[config.mk]
export PLATFORM = sky130hd
export DESIGN_NAME = osf_top
export DESIGN_NICKNAME = d
export VERILOG_FILES = /design/src/osf_pkg.sv /design/src/osf_top.sv /design/src/osf_sync.sv
export VERILOG_INCLUDE_DIRS = /design/src
export SDC_FILE = /design/constraint.sdc
export NUM_CORES = 1
export LEC_CHECK = 0
export ABC_AREA = 1
export BUFFER_PORTS_ARGS = -buffer_cell sky130_fd_sc_hd__buf_4
export CORE_MARGIN = 4
export CORE_UTILIZATION = 40
export CTS_BUF_LIST = sky130_fd_sc_hd__clkbuf_8
export DETAILED_ROUTE_END_ITERATION = 7
export GPL_TIMING_DRIVEN = 0
export PLACE_DENSITY_LB_ADDON = 0.12
export SLEW_MARGIN = 20
export SYNTH_ARGS = -nofsm -noshare
export SYNTH_HDL_FRONTEND = slang
export SYNTH_SLANG_ARGS = --single-unit
[constraint.sdc]
create_clock -name clk -period 1.3 [get_ports clk]
set_input_delay 0.065 -clock clk [delete_from_list [all_inputs] [get_ports clk]]
set_output_delay 0.065 -clock clk [all_outputs]
set_load 0.05 [all_outputs]
[src/osf_map.svh]
// Constants for the octal switch fault logic: widths, reset values, timing counts
`ifndef OSF_MAP_SVH
`define OSF_MAP_SVH

// ----------------------------------------------------------------
// Widths and reset values
// ----------------------------------------------------------------
`define OSF_CH 8
`define OSF_MSB 7
`define OSF_CMD_RST 8'h00
`define OSF_STAT_RST 8'h00
`define OSF_BITS_PER_BYTE_M1 3'h7

// ----------------------------------------------------------------
// Timing
// ----------------------------------------------------------------
`define OSF_CLK_PERIOD_NS 10
`define OSF_FILT_MIN_US 100
`define OSF_FILT_CYC ((`OSF_FILT_MIN_US * 1000 + `OSF_CLK_PERIOD_NS - 1) / `OSF_CLK_PERIOD_NS)
`define OSF_SPACE_MIN_US 300
`define OSF_SPACE_CYC ((`OSF_SPACE_MIN_US * 1000 + `OSF_CLK_PERIOD_NS - 1) / `OSF_CLK_PERIOD_NS)
`define OSF_CNT_W 16

`endif

[src/osf_pkg.sv]
// Types shared by the octal switch fault logic
package osf_pkg;

  // ----------------------------------------------------------------
  // Frame state
  // ----------------------------------------------------------------
  typedef enum logic [0:0] {
    OSF_IDLE  = 1'b0,
    OSF_SHIFT = 1'b1
  } osf_frame_t;

  // ----------------------------------------------------------------
  // Complete state of the top module
  // ----------------------------------------------------------------
  typedef struct packed {
    osf_frame_t frame;
    logic sclk_d;
    logic cs_n_d;
    logic [7:0] shift;
    logic so_bit;
    logic [7:0] cmd;
    logic [7:0] open_lat;
    logic [7:0] on_lat;
    logic [7:0] drive;
    logic [15:0] filt_cnt;
    logic [15:0] gap_cnt;
    logic [2:0] bit_cnt;
    logic got_bit;
    logic misaligned;
    logic spacing_short;
    logic supply_low;
  } osf_state_t;

endpackage : osf_pkg

[src/osf_top.sv]
// Serial-controlled fault logic for an eight-channel load switch
`timescale 1ns/1ps
`include "osf_map.svh"

module osf_top #(
  parameter int FILT_CYC = `OSF_FILT_CYC,
  parameter int SPACE_CYC = `OSF_SPACE_CYC
) (
  // Clock and reset (reset is logic-supply undervoltage)
  input wire logic clk,
  input wire logic arst_n,
  // Serial link
  input wire logic sclk,
  input wire logic cs_n,
  input wire logic si,
  output logic so_out,
  output logic so_oe,
  // Per-output analog detectors
  input wire logic [7:0] overtemp,
  input wire logic [7:0] overcurrent,
  input wire logic [7:0] open_cmp,
  // Supply monitors
  input wire logic load_supply_ov,
  input wire logic load_supply_uv,
  // Output gate drive, output_eight_bit is bit 7, output_one_bit is bit 0
  output logic [7:0] out_on,
  // Status
  output logic [7:0] cmd_word,
  output logic [7:0] fault_status_word,
  output logic filter_busy,
  output logic spacing_short,
  output logic frame_misaligned,
  output logic status_unreliable
);

  // ----------------------------------------------------------------
  // Constants at the width of the counters
  // ----------------------------------------------------------------
  localparam logic [15:0] FILT_LOAD = FILT_CYC[15:0];
  localparam logic [15:0] SPACE_MIN = SPACE_CYC[15:0];
  localparam logic [15:0] CNT_MAX = 16'hffff;
  localparam int SYNC_W = 28;

  osf_pkg::osf_state_t s;
  osf_pkg::osf_state_t next_s;

  // ----------------------------------------------------------------
  // Synchronised inputs
  // ----------------------------------------------------------------
  logic [SYNC_W-1:0] sync_in;
  logic [SYNC_W-1:0] sync_out;
  logic sclk_s;
  logic cs_n_s;
  logic si_s;
  logic ov_s;
  logic uv_s;
  logic [7:0] ot_s;
  logic [7:0] oc_s;
  logic [7:0] ol_s;

  assign sync_in = {sclk, cs_n, si, load_supply_ov, overtemp, overcurrent, open_cmp};

  osf_sync #(
    .WIDTH(SYNC_W)
  ) u_sync (
    .clk(clk),
    .arst_n(arst_n),
    .d(sync_in),
    .q(sync_out)
  );

  // Supply-low status is only advisory, so it gets its own synchroniser
  osf_sync #(
    .WIDTH(1)
  ) u_sync_uv (
    .clk(clk),
    .arst_n(arst_n),
    .d(load_supply_uv),
    .q(uv_s)
  );

  assign sclk_s = sync_out[27];
  assign cs_n_s = sync_out[26];
  assign si_s = sync_out[25];
  assign ov_s = sync_out[24];
  assign ot_s = sync_out[23:16];
  assign oc_s = sync_out[15:8];
  assign ol_s = sync_out[7:0];

  // ----------------------------------------------------------------
  // Edge detection on the sampled link pins
  // ----------------------------------------------------------------
  logic sclk_rise;
  logic sclk_fall;
  logic cs_fall;
  logic cs_rise;
  logic filt_done;
  logic [7:0] on_fault;
  logic [7:0] status_now;

  assign sclk_rise = sclk_s & ~s.sclk_d;
  assign sclk_fall = ~sclk_s & s.sclk_d;
  assign cs_fall = ~cs_n_s & s.cs_n_d;
  assign cs_rise = cs_n_s & ~s.cs_n_d;
  assign filt_done = (s.filt_cnt == 16'h0000);

  // On-state faults only mean something while the output is commanded on
  assign on_fault = s.cmd & (ot_s | oc_s);

  // Snapshot offered to the host: latched faults plus live on-state faults
  assign status_now = s.open_lat | s.on_lat | on_fault;

  // ----------------------------------------------------------------
  // Next state
  // ----------------------------------------------------------------
  always_comb begin
    next_s = s;
    next_s.sclk_d = sclk_s;
    next_s.cs_n_d = cs_n_s;
    next_s.supply_low = uv_s;

    // Filter runs down after each frame end
    if (!filt_done) begin
      next_s.filt_cnt = s.filt_cnt - 16'h0001;
    end

    // Gap since the last frame end, saturating
    if (s.gap_cnt != CNT_MAX) begin
      next_s.gap_cnt = s.gap_cnt + 16'h0001;
    end

    unique case (s.frame)
      osf_pkg::OSF_IDLE: begin
        // Clock edges outside a frame are ignored
        if (cs_fall) begin
          next_s.frame = osf_pkg::OSF_SHIFT;
          next_s.shift = status_now;
          next_s.so_bit = status_now[`OSF_MSB];
          // Reading hands the latched faults to the host; new events set again below
          next_s.open_lat = `OSF_STAT_RST;
          next_s.on_lat = `OSF_STAT_RST;
          next_s.bit_cnt = 3'h0;
          next_s.got_bit = 1'b0;
          // Host too early: report cannot yet be trusted
          next_s.spacing_short = (s.gap_cnt < SPACE_MIN);
        end
      end
      osf_pkg::OSF_SHIFT: begin
        if (cs_rise) begin
          next_s.frame = osf_pkg::OSF_IDLE;
          // Whatever sits in the register is the last byte received
          next_s.cmd = s.shift;
          next_s.filt_cnt = FILT_LOAD;
          next_s.gap_cnt = 16'h0000;
          next_s.misaligned = ~s.got_bit | (s.bit_cnt != 3'h0);
        end else begin
          if (sclk_fall) begin
            // Capture on falling edge, MSB first
            next_s.shift = {s.shift[6:0], si_s};
            next_s.bit_cnt = s.bit_cnt + 3'h1;
            next_s.got_bit = 1'b1;
          end
          if (sclk_rise) begin
            // Present the next bit on the rising edge
            next_s.so_bit = s.shift[`OSF_MSB];
          end
        end
      end
    endcase

    // Set wins over the read clear in the same cycle
    next_s.open_lat = next_s.open_lat | (~s.cmd & ol_s & {8{filt_done}});
    next_s.on_lat = next_s.on_lat | on_fault;

    // Gate drive: per-output thermal cut, global overvoltage cut.
    // The command word is kept untouched, so recovery restores it.
    // Load-supply undervoltage deliberately plays no part here.
    next_s.drive = s.cmd & ~ot_s & {8{~ov_s}};
  end

  // ----------------------------------------------------------------
  // State register; logic-supply loss clears outputs and status
  // ----------------------------------------------------------------
  always_ff @(posedge clk or negedge arst_n) begin
    if (!arst_n) begin
      s <= '0;
    end else begin
      s <= next_s;
    end
  end

  // ----------------------------------------------------------------
  // Outputs
  // ----------------------------------------------------------------
  // The serial output is released between frames so several devices may share it
  assign so_out = s.so_bit;
  assign so_oe = (s.frame == osf_pkg::OSF_SHIFT);
  assign out_on = s.drive;
  assign cmd_word = s.cmd;
  assign fault_status_word = s.open_lat | s.on_lat;
  assign filter_busy = ~filt_done;
  assign spacing_short = s.spacing_short;
  assign frame_misaligned = s.misaligned;
  assign status_unreliable = s.supply_low;

endmodule : osf_top

[src/osf_sync.sv]
// Two-flop synchroniser for a group of asynchronous inputs
`timescale 1ns/1ps

module osf_sync #(
  parameter int WIDTH = 1
) (
  // Clock and reset
  input wire logic clk,
  input wire logic arst_n,
  // Data
  input wire logic [WIDTH-1:0] d,
  output logic [WIDTH-1:0] q
);

  typedef struct packed {
    logic [WIDTH-1:0] meta;
    logic [WIDTH-1:0] stable;
  } osf_sync_t;

  osf_sync_t s;
  osf_sync_t next_s;

  // ----------------------------------------------------------------
  // Stage one feeds stage two only
  // ----------------------------------------------------------------
  always_comb begin
    next_s = s;
    next_s.meta = d;
    next_s.stable = s.meta;
  end

  always_ff @(posedge clk or negedge arst_n) begin
    if (!arst_n) begin
      s <= '0;
    end else begin
      s <= next_s;
    end
  end

  assign q = s.stable;

endmodule : osf_sync

==> qor.csv <==
metric,value,unit
outcome,"complete, but fails checks",
violations,setup timing,
hp-class,in -> async,
synthMuxAreaShare,0,
start_util,0.4163,
finalCriticalPeriod,1.712,ns
postSynthAreaPerCell,9.706,sq um
tritoncts,yes,
die-area,15960,sq um
timing.final.hold_violations,0,
crit_buf_inv,2,
synth_nets,613,
cp.required,1.24,ns
setup_ws,-0.4119,ns
io_pins,61,
port_buffers,60,
fin_crit_sh,1.317,
path_cells,nor2_2 > nand2_2 > nor2_4 > nand2_4 > buf_8 > buf_8,
hpwl,7.774,mm
max_freq,584.2,MHz
rsz0062_at_grt,yes,
synth_flop_cell,dfrtp_1,
cts-root-buf,clkbuf_8,
grt_max_degree,94,
row_count,42,
crit_slowest_cell,dfrtp_1,
via_count,4352,
instances_no_fill,920,
firstDrtPassIters,4,
yosysSeqAreaShare,0.6300,
fp.coreArea,13450,sq um
cts_buffers,17,
power.total,13.51,mW
area_growth,40.88,%
post_drt_wl_per_cell,14.10,um
slew_headroom,0.6195,
synth-seq-cells,141,
via_per_inst,4.730,
tns,-6.042,ns
max_stage_delay,0.43,ns
crit_family,simple AND/OR/NAND/NOR gates,
post_dp_cell_area,6335,sq um
p_per_area,1712,nW/um^2
drc,0,
clock_path_buffers,2,
synth_top_family_by_area,simple AND/OR/NAND/NOR gates,
clk_pin_slew,0.09,ns
cp-end-kind,output port,
path_class,reg -> out,
rr_worst_depth,8,
critPathLaunchType,register,
setup_violations,38,
grt_pass1_vias,4387,
overflow,0,
worst_clock_skew,0.01521,ns
routabilityCongestion,0.8783,
synth-async-reset-ratio,1.000,
synth_cell_types,29,
drv_cap,0,
synth_compound_gate_area_share,0.07551,
r2r-start,s[35],
grt_pass1_wl,20.87,mm
synthXorXnorAreaFrac,0.003128,
regToRegEndpoint,s[57],
antenna_found_initial,0,
groute.usage.overall,0.1632,
dieHeight,126.3,um
holdWs,0.1112,ns
dp.cells,814,
diodes,0,
path_max_fanout,4,
ant_nets,0,
dr.first_iter.drc_count,241,
htreeDepth,4,
preCtsSetupSlack,-0.2019,ns
peakVddDrop,1.454,mV
insertion_delay,0.44,ns
tightest_slew,0.5708,ns
routed_wl,12.97,mm
synth-simple-area-share,0.2082,
yosys_warnings,0,
p_leak,3.740,nW
fin_util,0.5865,
synth_edf_count,0,
drive_above_1_share,0.3710,
slew_violations,0,
worstPathArrival,1.65,ns
syn_inst,577,
synth_fa_ha_area_frac,0.01117,
r2r_setup_slack,-0.28,ns
die_w,126.3,um
nNetsFinal,767,
mappedNetlistArea,5600,sq um
cp_common_cell,buf_8,
clock-sinks,141,
fin_area,7890,sq um
-- power breakdown --
part	internal, mW	leakage [nW]	total [mW]	switching, mW
sequential	5.07	1.72	5.63	0.566
combinational	1.77	1.82	4.41	2.64
clock	1.66	0.201	3.46	1.80
total	8.49	3.74	13.5	5.01
-- state kept, by name, indices dropped and copies added (netlist names) --
| register | count |
|---|---|
| u_sync.q | 28 |
| spacing_short | 1 |
| u_sync.next_s | 28 |
| out_on | 8 |
| frame_misaligned | 1 |
| u_sync_uv.q | 1 |
| status_unreliable | 1 |
| so_out | 1 |
| s | 62 |
| cmd_word | 8 |
| so_oe | 1 |
| u_sync_uv.next_s | 1 |
-- cell usage in the layout (no fill, tap or decap), drive strengths merged --
| cell | count |
|---|---|
| a22o | 1 |
| xor2 | 2 |
| clkinvlp | 1 |
| clkinv | 4 |
| nand3 | 28 |
| nand4 | 7 |
| buf | 128 |
| dlygate4sd3 | 30 |
| dfrtp | 141 |
| ha | 5 |
| nor2 | 75 |
| o22ai | 1 |
| o21ai | 57 |
| or2 | 2 |
| nand2 | 138 |
| clkbuf | 24 |
| nor3 | 10 |
| a31oi | 3 |
| a21oi | 17 |
| o211ai | 1 |
| nand3b | 5 |
| o21a | 1 |
| bufinv | 1 |
| inv | 62 |
-- how the worst max path moves through the flow --
stage	cells past startpoint	from	slack, ns	end
2_1_floorplan	7	s[8]	-0.02	s[8]
3_3_place_gp	1	arst_n	-0.57	so_oe
3_5_place_dp	7	s[7]	-0.20	s[21]
4_1_cts	7	s[24]	-0.38	filter_busy
5_1_grt	6	s[35]	-0.47	filter_busy
6_report	6	s[35]	-0.41	filter_busy
-- worst reg2reg max path, stage by stage, from the launching register on --
cell and delay (ns):
dfrtp_1 0.43, nor2_2 0.18, nand2_2 0.09, nor2_4 0.16
nand2_4 0.08, buf_8 0.13, buf_4 0.15, clkbuf_16 0.16
o21ai_4 0.14
-- synthesized netlist by cell type, types with 5 or more instances --
cell      count  area share
nand2_1     132       0.088
nand3b_1      5      0.0067
ha_1          5       0.011
nor2_2        6      0.0067
inv_1        52       0.035
nor3_1       10      0.0089
a21oi_1      16       0.014
nand4_1       6      0.0067
dfrtp_1     141        0.63
nor2_1       64       0.043
buf_2         7      0.0063
nand3_1      28       0.025
o21ai_1      13       0.012
buf_4        16       0.021
o21ai_0      44       0.039
nand2_2       6      0.0067
nor2_4        5       0.010
-- layout make-up --
type | count | area, sq um
fillers | 1152 | 5563
flip-flops and latches | 141 | 3532
multi-input cells | 353 | 2051
repair buffers | 135 | 1226
clock buffers | 19 | 261.5
plain buffers | 28 | 255.2
well taps | 176 | 220.2
inverters | 55 | 216.5
clock inverters | 13 | 127.6
-- repair_timing --
item,CTS,global route
cloned,1,3
pin swaps,22,35
hold buffers,30,0
hold endpoints to repair,170,0
gates resized for setup,53,98
endpoints found under the setup margin,63,73
buffers inserted,19,22
-- per-layer routing --
layer  GRT usage  up-vias  wire (um)
li1            -     2139          -
met1      0.2092     2123       5755
met2      0.2707       73       6535
met3     0.04288       17        482
met4     0.05552        0        197
met5           0        -          0
-- logic make-up after synthesis --
family / after synthesis
and+or+nand+nor: 265
DFF: 141
AOI/OAI and AO/OA: 81
xor gates and xnor gates: 2
buffers and inverters: 83
adders and majority gates: 5
No activity file was read; power rests on OpenSTA's default activity.
